File: src/hw/gdio_pkg.sv
// constants shared by the general digital i/o port
package gdio_pkg;

  // port geometry
  localparam int unsigned PIN_COUNT = 8;
  localparam int unsigned ADDR_WIDTH = 2;
  localparam int unsigned BITNUM_WIDTH = 3;

  // register indices inside the port's i/o window
  localparam logic [1:0] INPUT_PINS_IDX = 2'h0;
  localparam logic [1:0] DIRECTION_IDX = 2'h1;
  localparam logic [1:0] OUTPUT_VALUE_IDX = 2'h2;

  // values after reset and of unmapped reads
  localparam logic [7:0] DIRECTION_RESET = 8'h00;
  localparam logic [7:0] OUTPUT_VALUE_RESET = 8'h00;
  localparam logic [7:0] INPUT_PINS_RESET = 8'h00;
  localparam logic [7:0] RDATA_RESET = 8'h00;
  localparam logic [7:0] UNMAPPED_RDATA = 8'h00;
  localparam logic [7:0] PAD_RESET = 8'h00;

  // synchroniser timing, in half periods of the clock
  localparam int unsigned SYNC_MIN_HALF_PERIODS = 1;
  localparam int unsigned SYNC_MAX_HALF_PERIODS = 3;
  // software written value to input pins register, in clock cycles
  localparam int unsigned WRITE_TO_PINS_CYCLES = 1;

  // synchroniser stages
  typedef enum logic [1:0] {
    GDIO_STAGE_LATCH = 2'h1,
    GDIO_STAGE_PINS = 2'h2
  } gdio_stage_t;

endpackage : gdio_pkg

File: src/hw/gdio_port.sv
// one 8-bit general digital i/o port with pad control and synchroniser
`timescale 1ns/10ps

module gdio_port (
  // clock and reset
  input wire logic clock,
  input wire logic rstn,
  // i/o register port
  input wire logic io_sel,
  input wire logic [1:0] io_addr,
  input wire logic io_wr,
  input wire logic io_rd,
  input wire logic [7:0] io_wdata,
  input wire logic io_bit_wr,
  input wire logic [2:0] io_bit_num,
  input wire logic io_bit_val,
  output logic [7:0] io_rdata,
  // shared control from the mcu control register and sleep controller
  input wire logic global_pullup_disable,
  input wire logic sleep_clamp,
  input wire logic [7:0] clamp_override,
  // alternate function overrides, one bit per pin
  input wire logic [7:0] alt_pullup_oe,
  input wire logic [7:0] alt_pullup_ov,
  input wire logic [7:0] alt_dir_oe,
  input wire logic [7:0] alt_dir_ov,
  input wire logic [7:0] alt_value_oe,
  input wire logic [7:0] alt_value_ov,
  input wire logic [7:0] alt_toggle,
  input wire logic [7:0] alt_din_oe,
  input wire logic [7:0] alt_din_ov,
  // pads
  input wire logic [7:0] pad_in,
  output logic [7:0] pad_out,
  output logic [7:0] pad_oe,
  output logic [7:0] pad_pullup
);

  // one-hot mask of a pin number, used for every bit operation
  function automatic logic [7:0] pin_mask(input logic [2:0] num);
    logic [7:0] m;
    m = 8'h00;
    m[num] = 1'b1;
    return m;
  endfunction : pin_mask

  // set or clear the masked bits, leave all others
  function automatic logic [7:0] bit_apply(
    input logic [7:0] cur,
    input logic [7:0] m,
    input logic val
  );
    logic [7:0] r;
    r = val ? (cur | m) : (cur & ~m);
    return r;
  endfunction : bit_apply

  // register state
  logic [7:0] direction_register_q;
  logic [7:0] direction_register_d;
  logic [7:0] output_value_register_q;
  logic [7:0] output_value_register_d;
  logic [7:0] io_rdata_q;
  logic [7:0] io_rdata_d;

  // pad state
  logic [7:0] pad_out_q;
  logic [7:0] pad_out_d;
  logic [7:0] pad_oe_q;
  logic [7:0] pad_oe_d;
  logic [7:0] pad_pullup_q;
  logic [7:0] pad_pullup_d;

  // synchroniser state
  logic [7:0] sync_latch_q;
  logic [7:0] sync_latch_d;
  logic [7:0] input_pins_register_q;
  logic [7:0] input_pins_register_d;

  // per-pin digital input enable and gated pad level
  logic [7:0] din_enable;
  logic [7:0] din_gated;

  // decoded strobes
  logic wr_en;
  logic bit_en;
  logic rd_en;
  logic [7:0] bit_mask;

  assign wr_en = io_sel & io_wr;
  assign bit_en = io_sel & io_bit_wr;
  assign rd_en = io_sel & io_rd;
  assign bit_mask = pin_mask(io_bit_num);

  // register write path
  always_comb begin
    direction_register_d = direction_register_q;
    output_value_register_d = output_value_register_q;
    if (wr_en) begin
      unique case (io_addr)
        gdio_pkg::DIRECTION_IDX: begin
          direction_register_d = io_wdata;
        end
        gdio_pkg::OUTPUT_VALUE_IDX: begin
          output_value_register_d = io_wdata;
        end
        gdio_pkg::INPUT_PINS_IDX: begin
          // ones toggle, zeros leave the bit alone
          output_value_register_d = output_value_register_q ^ io_wdata;
        end
        default: begin
          // unmapped location, write ignored
        end
      endcase
    end
    // bit operations act on the result of a same-cycle byte write
    if (bit_en) begin
      unique case (io_addr)
        gdio_pkg::DIRECTION_IDX: begin
          direction_register_d = bit_apply(direction_register_d,
            bit_mask, io_bit_val);
        end
        gdio_pkg::OUTPUT_VALUE_IDX: begin
          output_value_register_d = bit_apply(output_value_register_d,
            bit_mask, io_bit_val);
        end
        gdio_pkg::INPUT_PINS_IDX: begin
          if (io_bit_val) begin
            output_value_register_d = output_value_register_d ^ bit_mask;
          end
        end
        default: begin
          // unmapped location, bit operation ignored
        end
      endcase
    end
    // alternate toggle override applies per pin only
    output_value_register_d = output_value_register_d ^ alt_toggle;
  end

  // pad control, computed from next register values so pads move with them
  genvar gi;
  generate
    for (gi = 0; gi < 8; gi++) begin : g_pin
      // driver enable follows direction unless overridden
      assign pad_oe_d[gi] = alt_dir_oe[gi] ? alt_dir_ov[gi]
                          : direction_register_d[gi];
      // driven level follows the value bit unless overridden
      assign pad_out_d[gi] = alt_value_oe[gi] ? alt_value_ov[gi]
                           : output_value_register_d[gi];
      // pull-up for input with value one and no global disable, unless overridden
      assign pad_pullup_d[gi] = alt_pullup_oe[gi] ? alt_pullup_ov[gi]
                              : (~direction_register_d[gi]
                                 & output_value_register_d[gi]
                                 & ~global_pullup_disable);
      // deep sleep clamps the input low unless this pin opts out
      assign din_enable[gi] = alt_din_oe[gi] ? alt_din_ov[gi]
                            : (~sleep_clamp | clamp_override[gi]);
      assign din_gated[gi] = pad_in[gi] & din_enable[gi];
    end
  endgenerate

  // software visible register flip-flops
  always_ff @(posedge clock or negedge rstn) begin
    if (!rstn) begin
      direction_register_q <= gdio_pkg::DIRECTION_RESET;
      output_value_register_q <= gdio_pkg::OUTPUT_VALUE_RESET;
    end else begin
      direction_register_q <= direction_register_d;
      output_value_register_q <= output_value_register_d;
    end
  end

  // pad control flip-flops
  // kept apart from the registers: their reset must act with no clock
  // running, and the pad outputs must never glitch through logic
  always_ff @(posedge clock or negedge rstn) begin
    if (!rstn) begin
      // clearing enables without a clock keeps pins undriven
      pad_oe_q <= gdio_pkg::PAD_RESET;
      pad_out_q <= gdio_pkg::PAD_RESET;
      pad_pullup_q <= gdio_pkg::PAD_RESET;
    end else begin
      pad_oe_q <= pad_oe_d;
      pad_out_q <= pad_out_d;
      pad_pullup_q <= pad_pullup_d;
    end
  end

  // synchroniser front stage
  // a falling-edge stage stands in for the high-phase transparent latch:
  // it holds what the pad showed at the end of the high phase
  always_comb begin
    sync_latch_d = din_gated;
  end

  always_ff @(negedge clock or negedge rstn) begin
    if (!rstn) begin
      sync_latch_q <= gdio_pkg::INPUT_PINS_RESET;
    end else begin
      sync_latch_q <= sync_latch_d;
    end
  end

  // synchroniser back stage: rising edge after the latch closes
  always_comb begin
    input_pins_register_d = sync_latch_q;
  end

  always_ff @(posedge clock or negedge rstn) begin
    if (!rstn) begin
      input_pins_register_q <= gdio_pkg::INPUT_PINS_RESET;
    end else begin
      // driven pins loop back through the pad, one cycle after the write
      input_pins_register_q <= input_pins_register_d;
    end
  end

  // read path, registered so the bus sees data one cycle after the strobe
  always_comb begin
    io_rdata_d = io_rdata_q;
    if (rd_en) begin
      unique case (io_addr)
        gdio_pkg::INPUT_PINS_IDX: begin
          io_rdata_d = input_pins_register_q;
        end
        gdio_pkg::DIRECTION_IDX: begin
          io_rdata_d = direction_register_q;
        end
        gdio_pkg::OUTPUT_VALUE_IDX: begin
          io_rdata_d = output_value_register_q;
        end
        default: begin
          io_rdata_d = gdio_pkg::UNMAPPED_RDATA;
        end
      endcase
    end
  end

  always_ff @(posedge clock or negedge rstn) begin
    if (!rstn) begin
      io_rdata_q <= gdio_pkg::RDATA_RESET;
    end else begin
      io_rdata_q <= io_rdata_d;
    end
  end

  // outputs straight from flip-flops
  assign io_rdata = io_rdata_q;
  assign pad_out = pad_out_q;
  assign pad_oe = pad_oe_q;
  assign pad_pullup = pad_pullup_q;

endmodule : gdio_port

File: config.mk
export PLATFORM = sky130hd
export DESIGN_NAME = gdio_port
export DESIGN_NICKNAME = d
export VERILOG_FILES = /design/src/hw/gdio_pkg.sv /design/src/hw/gdio_port.sv
export SDC_FILE = /design/constraint.sdc
export NUM_CORES = 1
export LEC_CHECK = 0
export ABC_AREA = 1
export BUFFER_PORTS_ARGS = -buffer_cell sky130_fd_sc_hd__buf_2
export CORE_MARGIN = 8
export CORE_UTILIZATION = 30
export DETAILED_ROUTE_END_ITERATION = 8
export GPL_ROUTABILITY_DRIVEN = 0
export MAX_ROUTING_LAYER = met4
export SKIP_LAST_GASP = 1
export SLEW_MARGIN = 5
export SYNTH_ARGS = -nofsm -noshare
export SYNTH_HDL_FRONTEND = slang
export SYNTH_SLANG_ARGS = --single-unit
File: constraint.sdc
create_clock -name clock -period 4.1 [get_ports clock]
set_clock_uncertainty 0.2 [all_clocks]
set_input_delay 0.205 -clock clock [delete_from_list [all_inputs] [get_ports clock]]
set_output_delay 0.205 -clock clock [all_outputs]
set_load 0.02 [all_outputs]
Word-level counts from Yosys, hierarchy flattened:

Index checks and enable logic that the tools add are counted.

* $lt $le $gt $ge: 2
* eq/ne operators: 2
* multiplexer cells: 46
* bitwise gates (word level): 53
* reductions and logical operators: 2

Operators with widths (count)
* 8-bit 2-to-1 mux: 9
* 1-bit 2-to-1 mux: 33
* 8-bit one-hot mux with 2 select lines: 2
* 1-bit AND: 27
* 8-bit one-hot mux with 3 select lines: 1
* 8-bit XOR: 3
* 8-bit AND: 2
* 8-bit bitwise OR: 2
* 1-bit NOT: 10
* 8-bit NOT: 1
* 1-bit bitwise OR: 8
* 3-bit by 4-bit less-than comparator with 1-bit output, second input constant: 1
* 1-bit demux with 3-bit select: 1
* 3-bit by 1-bit >= comparator with 1-bit output, second input constant: 1
* 2-bit by 1-bit == test with 1-bit output, second input constant: 1
* 2-bit == test, second input constant: 1
* 2-bit zero test: 1
* 1-bit logical AND: 1

* flip-flop bits (word level): 64
* input port bits: 110
* output and inout port bits: 32
* word-level logic and storage cells: 113

Logic depth before layout (Yosys ltp):

Gate-level depths: netlist of the first run.

* depth after elaboration: 13
* depth in mapped cells: 14
* mapped depth without buffers: 14

==> results of run 1 <==
==> final cells by class <==
type                       count  share of cell area [%]
clock buffer                  10                    2.65
multi-input combinational    345                    29.8
clock inverter                 6                    2.22
sequential                    64                    30.9
timing repair buffer         214                    27.6
inverter                      47                    3.40
antenna                        1                  0.0483
tap                          140                    3.38
==> Yosys cell counts <==
cell type,number,share of area (%)
a31oi_1,9,1.7
and2_1,8,1.5
buf_1,1,0.11
buf_2,1,0.15
buf_4,1,0.22
buf_6,1,0.33
clkbuf_1,4,0.45
clkinv_1,1,0.11
dfrtn_1,8,6.0
dfrtp_1,56,42
inv_1,36,4.0
inv_2,10,1.1
mux2_1,1,0.33
nand2_1,180,20
nand2_2,2,0.37
nand3_1,61,9.1
nand3b_1,6,1.3
nand4_1,6,1.1
nor2_1,24,2.7
nor2_2,1,0.19
nor2_4,1,0.33
nor3_1,10,1.5
o21ai_0,14,2.1
o21ai_1,14,2.1
o21bai_1,2,0.45
or2_1,6,1.1
==> logic make-up (layout without fill, tap and decap cells) <==
group           Yosys count  in the layout
flops                    64             64
compound gates           39             39
buf+inv                  55            277
simple gates            305            305
mux                       1              1
other cells               0              1
==> where the power goes <==
part / switching [mW] / internal (mW)
logic: 0.289 / 0.226
clock network: 0.262 / 0.423
registers: 0.0465 / 0.717
total: 0.598 / 1.37
==> flip-flops by register name, summed over array words and instances (netlist names) <==
name                     flops
pad_out                      8
direction_register_q         8
pad_oe                       8
output_value_register_q      8
io_rdata                     8
input_pins_register_d        8
input_pins_register_q        8
pad_pullup                   8
==> routing by layer <==
metal / routed length, µm / vias to the layer above / track usage, %
met5: 0 / - / -
met4: 180 / 0 / 5.86
met3: 883 / 18 / 4.40
met2: 5770 / 139 / 27.7
met1: 4770 / 1740 / 18.7
li1: - / 1929 / -
==> layout by cell type (no fill, tap or decap), drive strengths merged <==
master and instances:
clkinv 2, nor2 26, dfrtn 8, or2 6, clkbuf 10, buf 143
clkinvlp 1, mux2 1, o21ai 28, and2 8, nand2 182, diode 1
dfrtp 56, nor3 10, o21bai 2, dlygate4sd3 71, nand3 61, nand4 6
a31oi 9, inv 47, nand3b 6, bufinv 3
==> through the flow <==
step,instances,hold slack [ns]
finish,827,0.0258
global placement,739,-0.0336
floorplan,464,-0.291
global route,827,0.0480
detailed placement,739,-0.0265
CTS,826,0.00339
==> worst min-delay path by stage <==
stage	start	endpoint	cells after the start
5_1_grt	alt_toggle[1]	output_value_register_q[1]	3
3_3_place_gp	rstn	input_pins_register_q[4]	1
3_5_place_dp	rstn	input_pins_register_q[7]	1
6_report	io_wdata[3]	direction_register_q[3]	3
2_1_floorplan	rstn	direction_register_q[0]	0
4_1_cts	alt_toggle[4]	output_value_register_q[4]	4
==> what timing repair did <==
action / CTS / global route
resized for setup: 0 / 0
hold buffers: 71 / 0
hold endpoints to repair: 52 / 0
==> out/qor.yml, run 1 <==
setup_path:
  worst-path-stages: 2
  crit_start: "rstn"
  r2r-start: "input_pins_register_d[1]"
  crit_arrival_ns: 1.11
  cp-end-kind: "asynchronous set/reset pin"
  critical-path-slowest-cell: "dlygate4sd3_1"
  cp_num_buf_inv: 2
  worst_setup_path_endpoint: "input_pins_register_d[4]"
  rrSetupSlack_ns: 1.41
  critPathRequiredTime_ns: 2.40
  slowest_delay_ns: 0.52
  worstPathCellList: "dlygate4sd3_1, buf_4"
  crit_fanout: 31
  timing.rr.end: "input_pins_register_q[1]"
  worst-r2r-cell-count: 0
  critPathLaunchType: "input port"
  critical_path.top_delay_family: "buffers and inverters"
  criticalPathCategory: "input port to asynchronous set/reset pin"
clock_network:
  h-tree-depth: 3
  cts.sinks: 64
  clkLatencyLatePin_ns: 0.36
  cts_buffer_depth: 2
  post_cts_buffers: 0
  cts_made_buffers: 9
  cts_tree: "yes"
  path_clk_slew_ns: 0.07
  root_buffer: "clkbuf_8"
timing:
  rsz0062_at_grt: "false"
  relSlewSlack_pct: 52.3
  worst_slew_pin_slew_ns: 0.712
  setup-tns-final_ns: 0
  slew_viol_final: 0
  finalHoldViolations: 0
  setup_viol: 0
  layout_setup_ws_ns: 1.30
drt:
  drt_iter0_drc: 151
  post_drt_wl_per_cell_um: 14.0
  drcViolationCount: 0
  viasPerCell: 4.63
  wl_mm: 11.6
  ant_nets: 0
  vias: 3826
  firstDrtPassIters: 4
status:
  status: "completed"
placement:
  placed_cell_area_um2: 4220
  dp_slack_ns: 1.10
  port_buffers: 141
  place.detailed.hpwl_mm: 8.33
grt:
  grt_antenna_before_repair: 1
  grtUsageTotal_pct: 16.5
  grt_pass1_vias: 4025
  grt_overflow: 0
  grt_pass1_wl_mm: 18.8
  grt_max_degree: 35
yosys:
  synth_top_family_by_area: "simple AND/OR/NAND/NOR gates"
  syn-num-nets: 574
  syn_area_um2: 3360
  yosysSeqAreaShare_pct: 47.6
  synthMuxAreaShare_pct: 0.335
  avgSynthCellArea_um2: 7.25
  synth_compound_area_share_pct: 6.28
  synth_cells: 464
  ys_warn_count: 0
  synth-simple-area-share_pct: 39.3
  synth-xor-area-share_pct: 0
  ys_ff_latch: 64
  synthAdderAreaFrac_pct: 0
  synthDistinctLibCells: 26
finish:
  fin_util_pct: 47.6
  stdcell_area_um2: 5190
  drive_gt1_share_pct: 25.2
  fill_cells: 1063
  multi_input_area_um2: 1540
  area_growth_pct: 54.1
  final_net_count: 791
  seq_area_um2: 1600
power:
  leakage_nw: 2.81
  p_total_mw: 1.96
  power.density_nw_per_um2: 379
  ir_drop_mv: 0.151
floorplan:
  dieArea_um2: 14900
  fp.coreArea_um2: 10900
  die_height_um: 122
  die_w_um: 122
  initial_core_util_pct: 30.9
  rows: 38
  num_io_pins: 142
job:
  maxCapViolations: 0
worst_hold_path:
  hold_path.class: "input port to flip-flop"
Power figures use the tool's default switching activity.
==> run 2: changes to the inputs <==
--- a/config.mk
+++ b/config.mk
@@ -5,7 +5,7 @@
 export SDC_FILE = /design/constraint.sdc
 export NUM_CORES = 1
 export LEC_CHECK = 0
-export ABC_AREA = 1
+export ABC_AREA = 0
 export BUFFER_PORTS_ARGS = -buffer_cell sky130_fd_sc_hd__buf_2
 export CORE_MARGIN = 8
 export CORE_UTILIZATION = 30
==> constraint.sdc (replaced) <==
create_clock -name clock -period 2.7 [get_ports clock]
set_clock_uncertainty 0.2 [all_clocks]
set_input_delay 0.135 -clock clock [delete_from_list [all_inputs] [get_ports clock]]
set_output_delay 0.135 -clock clock [all_outputs]
set_load 0.02 [all_outputs]
==> out/qor.yml, run 2 <==
status:
  status: "completed"
yosys:
  syn_area_um2: 3350
  async_flop_share_pct: 100
  syn-num-nets: 447
  ys_warn_count: 0
  synth_area_leaders: "dfrtp_1, dfrtn_1, mux2i_1"
  synth_commonest_cells: "dfrtp_1, nor2_1, a21oi_1"
  yosysSeqAreaShare_pct: 47.9
  synth_ff_type: "dfrtp_1"
  synth_edf_count: 0
  ys_ff_latch: 64
  synthDistinctLibCells: 45
  yosysMostFrequentCell: "dfrtp_1"
  yosysTopAreaCellShare_pct: 41.9
  avgSynthCellArea_um2: 9.93
  synth_cells: 337
  yosysTopAreaCell: "dfrtp_1"
grt:
  grt_pass1_wl_mm: 18.0
  grt_pass1_vias: 3581
  grt_max_degree: 29
  grtUsageTotal_pct: 16.0
  grt_antenna_before_repair: 0
  grt_overflow: 0
timing:
  max_clock_freq_ghz: 0.417
  finalHoldViolations: 0
  slew_viol_final: 0
  layout_setup_ws_ns: 0.299
  worst_slew_pin_slew_ns: 0.593
  relSlewSlack_pct: 60.5
  setup_viol: 0
  rsz0062_at_grt: "false"
  hold_slack_ns: 0.0418
  finalCriticalPeriod_ns: 2.40
  fin_crit_sh_pct: 88.9
  setup-tns-final_ns: 0
clock_network:
  post_cts_buffers: 0
  cts.sinks: 64
  cts.repair.resized: 0
  h-tree-depth: 3
  cts_made_buffers: 9
  cts_tree: "yes"
  root_buffer: "clkbuf_8"
  path_clk_slew_ns: 0.07
  cts_buffer_depth: 2
  clkLatencyLatePin_ns: 0.34
  postCtsHoldBufs: 62
floorplan:
  die_w_um: 122
  die_height_um: 122
  num_io_pins: 142
  rows: 38
  initial_core_util_pct: 30.7
  fp.coreArea_um2: 10900
  dieArea_um2: 14800
job:
  maxCapViolations: 0
setup_path:
  cp-end-kind: "flip-flop"
  critPathLaunchType: "input port"
  crit_fanout: 22
  rrSetupSlack_ns: 0.32
  criticalPathCategory: "input port to flip-flop"
  worst_setup_path_endpoint: "pad_pullup[5]"
  crit_arrival_ns: 2.49
  worst-r2r-cell-count: 6
  crit_start: "io_addr[1]"
  timing.rr.end: "pad_out[1]"
  critPathRequiredTime_ns: 2.78
  r2r-start: "output_value_register_q[1]"
drt:
  firstDrtPassIters: 4
  wl_mm: 11.2
  viasPerCell: 4.83
  met3_length_um: 753
  vias: 3320
  post_drt_wl_per_cell_um: 16.2
  drcViolationCount: 0
  top_layer_used: "met4"
  wl_met1_mm: 4.87
  ant_nets: 0
  wl_met2_mm: 5.30
  drt_iter0_drc: 155
power:
  power.density_nw_per_um2: 629
  p_total_mw: 3.21
  ir_drop_mv: 0.330
  leakage_nw: 2.51
worst_hold_path:
  hold_path.class: "input port to flip-flop"
  min_delay_path_depth: 5
finish:
  final_common_cell: "buf_2"
  final_net_count: 652
  drive_gt1_share_pct: 34.4
  layout_common_cells: "buf_2, dlygate4sd3_1, dfrtp_1"
  fin_util_pct: 46.8
  area_growth_pct: 52.3
  diodes: 0
placement:
  port_buffers: 141
  place.detailed.hpwl_mm: 8.26
  dp_slack_ns: 0.490
-- run 2: changes by cell type after synthesis, moves of 13 or more --
| cell | previous run | this run |
|---|---|---|
| mux2_2 | 0 | 13 |
| nand2_1 | 180 | 17 |
| a21oi_1 | 0 | 29 |
| o21ai_1 | 14 | 1 |
| nand3_1 | 61 | 7 |
| mux2i_1 | 0 | 16 |
-- run 2: power by group --
part           internal [mW]  switching (mW)  total (mW)
Combinational          0.396           0.442       0.838
Clock                  0.799           0.374        1.17
Sequential              1.11          0.0870        1.19
-- run 2: logic make-up (layout without fill, tap and decap cells) --
logic type             count (synthesis)  after routing  share of synthesized area [%]
flip-flops                            64             64                           47.9
multiplexers                          29             29                           9.16
XOR/XNOR                               3              3                           1.01
AO/OA/AOI/OAI                         99             99                           19.7
buffers and inverters                 40            250                           5.23
AND/OR/NAND/NOR                      102            102                           17.0
-- run 2: stage by stage --
step / cell area (µm²) / cells
2_1_floorplan: 3350 / 337
3_3_place_gp: 4190 / 609
3_5_place_dp: 4190 / 609
4_1_cts: 5100 / 687
5_1_grt: 5100 / 687
6_report: 5100 / 687
-- run 2: worst min-delay path by stage --
| stage | from | to | slack [ns] |
|---|---|---|---|
| final | io_wdata[2] | direction_register_q[2] | 0.04 |
| after detailed placement | rstn | pad_pullup[7] | -0.19 |
| after floorplan | rstn | direction_register_q[0] | -0.36 |
| after global placement | rstn | pad_pullup[7] | -0.20 |
| after global routing | io_wdata[2] | direction_register_q[2] | 0.06 |
| after CTS | io_wdata[2] | direction_register_q[2] | 0.02 |
-- run 2: layout make-up --
type,instances,area [µm²]
Inverter,25,93.8
Fill cell,1065,5790
Clock buffer,10,128
Clock inverter,6,155
Sequential cell,64,1600
Timing Repair Buffer,209,1370
Multi-Input combinational cell,233,1570
Tap cell,140,175
-- run 2: per-layer routing --
layer	track usage [%]	vias up
met5	-	-
li1	-	1632
met3	4.07	16
met1	19.6	1539
met2	24.8	133
met4	6.63	0
-- run 2: worst max-delay path, cell delays in order --
cell,delay [ns]
buf_2,0.19
buf_4,0.24
nand4b_1,0.25
nor2_1,0.39
a21oi_1,0.12
a31o_2,0.28
o41ai_2,0.29
dlygate4sd3_1,0.59
==> run 3: changes to the inputs <==
--- a/config.mk
+++ b/config.mk
@@ -8,9 +8,11 @@
 export ABC_AREA = 0
 export BUFFER_PORTS_ARGS = -buffer_cell sky130_fd_sc_hd__buf_2
 export CORE_MARGIN = 8
-export CORE_UTILIZATION = 30
+export CORE_UTILIZATION = 35
+export CTS_CLUSTER_DIAMETER = 100
 export DETAILED_ROUTE_END_ITERATION = 8
 export GPL_ROUTABILITY_DRIVEN = 0
+export GPL_TIMING_DRIVEN = 0
 export MAX_ROUTING_LAYER = met4
 export SKIP_LAST_GASP = 1
 export SLEW_MARGIN = 5
==> out/qor.yml, run 3 (synthesis results as in run 2) <==
setup_path:
  slowest_delay_ns: 0.62
  worst_setup_path_endpoint: "input_pins_register_d[5]"
  worstPathCellList: "dlygate4sd3_1, buf_4"
  worst-r2r-cell-count: 6
  critical-path-slowest-cell: "buf_4"
  worst-path-stages: 2
  critPathRequiredTime_ns: 1.60
  critPathLaunchType: "input port"
  crit_fanout: 64
  cp_num_buf_inv: 2
  crit_start: "rstn"
  criticalPathCategory: "input port to asynchronous set/reset pin"
  crit_arrival_ns: 1.31
  cp-end-kind: "asynchronous set/reset pin"
  r2r-start: "output_value_register_q[1]"
  critical_path.top_delay_family: "buffers and inverters"
  rrSetupSlack_ns: 0.46
  timing.rr.end: "pad_pullup[1]"
floorplan:
  initial_core_util_pct: 36.2
  num_io_pins: 142
  die_height_um: 114
  rows: 35
  fp.coreArea_um2: 9240
  dieArea_um2: 12900
  die_w_um: 114
grt:
  grt_overflow: 0
  grt_pass1_wl_mm: 17.5
  grt_antenna_before_repair: 1
  grt_pass1_vias: 3642
  grt_max_degree: 65
  grtUsageTotal_pct: 17.7
power:
  combPwrFrac_pct: 29.5
  ir_drop_mv: 0.239
  power.internal_mw: 1.98
  clockPowerShare_pct: 29.1
  p_total_mw: 2.85
  leakage_nw: 2.46
  switching_share_pct: 30.6
  p_sw_mw: 0.872
  power.density_nw_per_um2: 572
  seqPwrFrac_pct: 41.4
drt:
  drcViolationCount: 0
  vias: 3344
  post_drt_wl_per_cell_um: 16.3
  viasPerCell: 4.93
  wl_mm: 11.0
  drt_iter0_drc: 214
  ant_nets: 0
  firstDrtPassIters: 4
status:
  status: "completed"
worst_hold_path:
  min-delay-start: "io_wdata[7]"
  hold_path.class: "input port to flip-flop"
clock_network:
  cts_tree: "yes"
  cts.repair.resized: 0
  path_clk_slew_ns: 0.07
  cts_buffer_depth: 2
  post_cts_buffers: 0
  clkLatencyLatePin_ns: 0.34
  cts.sinks: 64
  cts_made_buffers: 9
  postCtsHoldBufs: 58
  h-tree-depth: 3
  root_buffer: "clkbuf_8"
finish:
  area_growth_pct: 48.7
  final_net_count: 653
  stdcell_area_um2: 4980
  layout_common_cells: "buf_2, dlygate4sd3_1, dfrtp_1"
  drive_gt1_share_pct: 33.9
  final_common_cell: "buf_2"
timing:
  setup_viol: 0
  relSlewSlack_pct: 46.8
  slew_viol_final: 0
  finalHoldViolations: 0
  setup-tns-final_ns: 0
  rsz0062_at_grt: "false"
  hold_slack_ns: 0.0260
  worst_slew_pin_slew_ns: 0.798
placement:
  placed_cell_area_um2: 4200
  port_buffers: 137
  place.detailed.hpwl_mm: 7.86
job:
  maxCapViolations: 0
## run 3: cell count changes in the layout (fill, tap and decap cells not counted)
cell	previous run	this run
buf_4	7	4
clkbuf_8	9	11
buf_1	0	2
buf_6	0	1
dlygate4sd3_1	62	58
bufinv_16	5	1
diode_2	0	1
clkinv_2	1	2
clkbuf_1	1	6
buf_2	140	141
## run 3: power by group through the flow
stage | registers (mW) | logic [mW] | clock network [mW]
global placement | 1.19 | 0.706 | 0
finish | 1.18 | 0.839 | 0.829
global route | 1.20 | 0.921 | 0.893
floorplan | 1.28 | 0.352 | 0
CTS | 1.18 | 0.838 | 0.855
detailed placement | 1.20 | 0.727 | 0
## run 3: how the worst min path moves through the flow
stage	cells after the start	slack, ns	endpoint
final	4	0.03	direction_register_q[7]
after global routing	3	0.006	output_value_register_q[2]
after CTS	3	0.006	output_value_register_q[2]
after detailed placement	1	0.09	pad_pullup[4]
after global placement	2	0.13	pad_out[3]
after floorplan	0	-0.36	direction_register_q[0]
## run 3: routing by layer
metal  wire, µm  up-vias  track usage, %
met4        166        0            7.45
met2       5590      124            29.3
met5          0        -               -
li1           -     1633               -
met3        795       13            4.12
met1       4500     1574            20.3
## run 3: final cells by class
cell class                 count  area (µm²)
buffer                        15        81.3
clock buffer                  13         159
timing repair buffer         195        1270
antenna                        1        2.50
inverter                      25        93.8
sequential                    64        1600
fill                         856        4260
multi-input combinational    233        1570
clock inverter                 3        40.0
tap                          129         161
## run 3: stage by stage
stage	worst slack [ns]	utilization (%)	cells
floorplan	0.539	-	337
global placement	-0.207	45.4	603
detailed placement	0.387	45.4	603
CTS	0.206	53.9	677
global route	0.114	53.9	678
finish	0.286	53.9	678
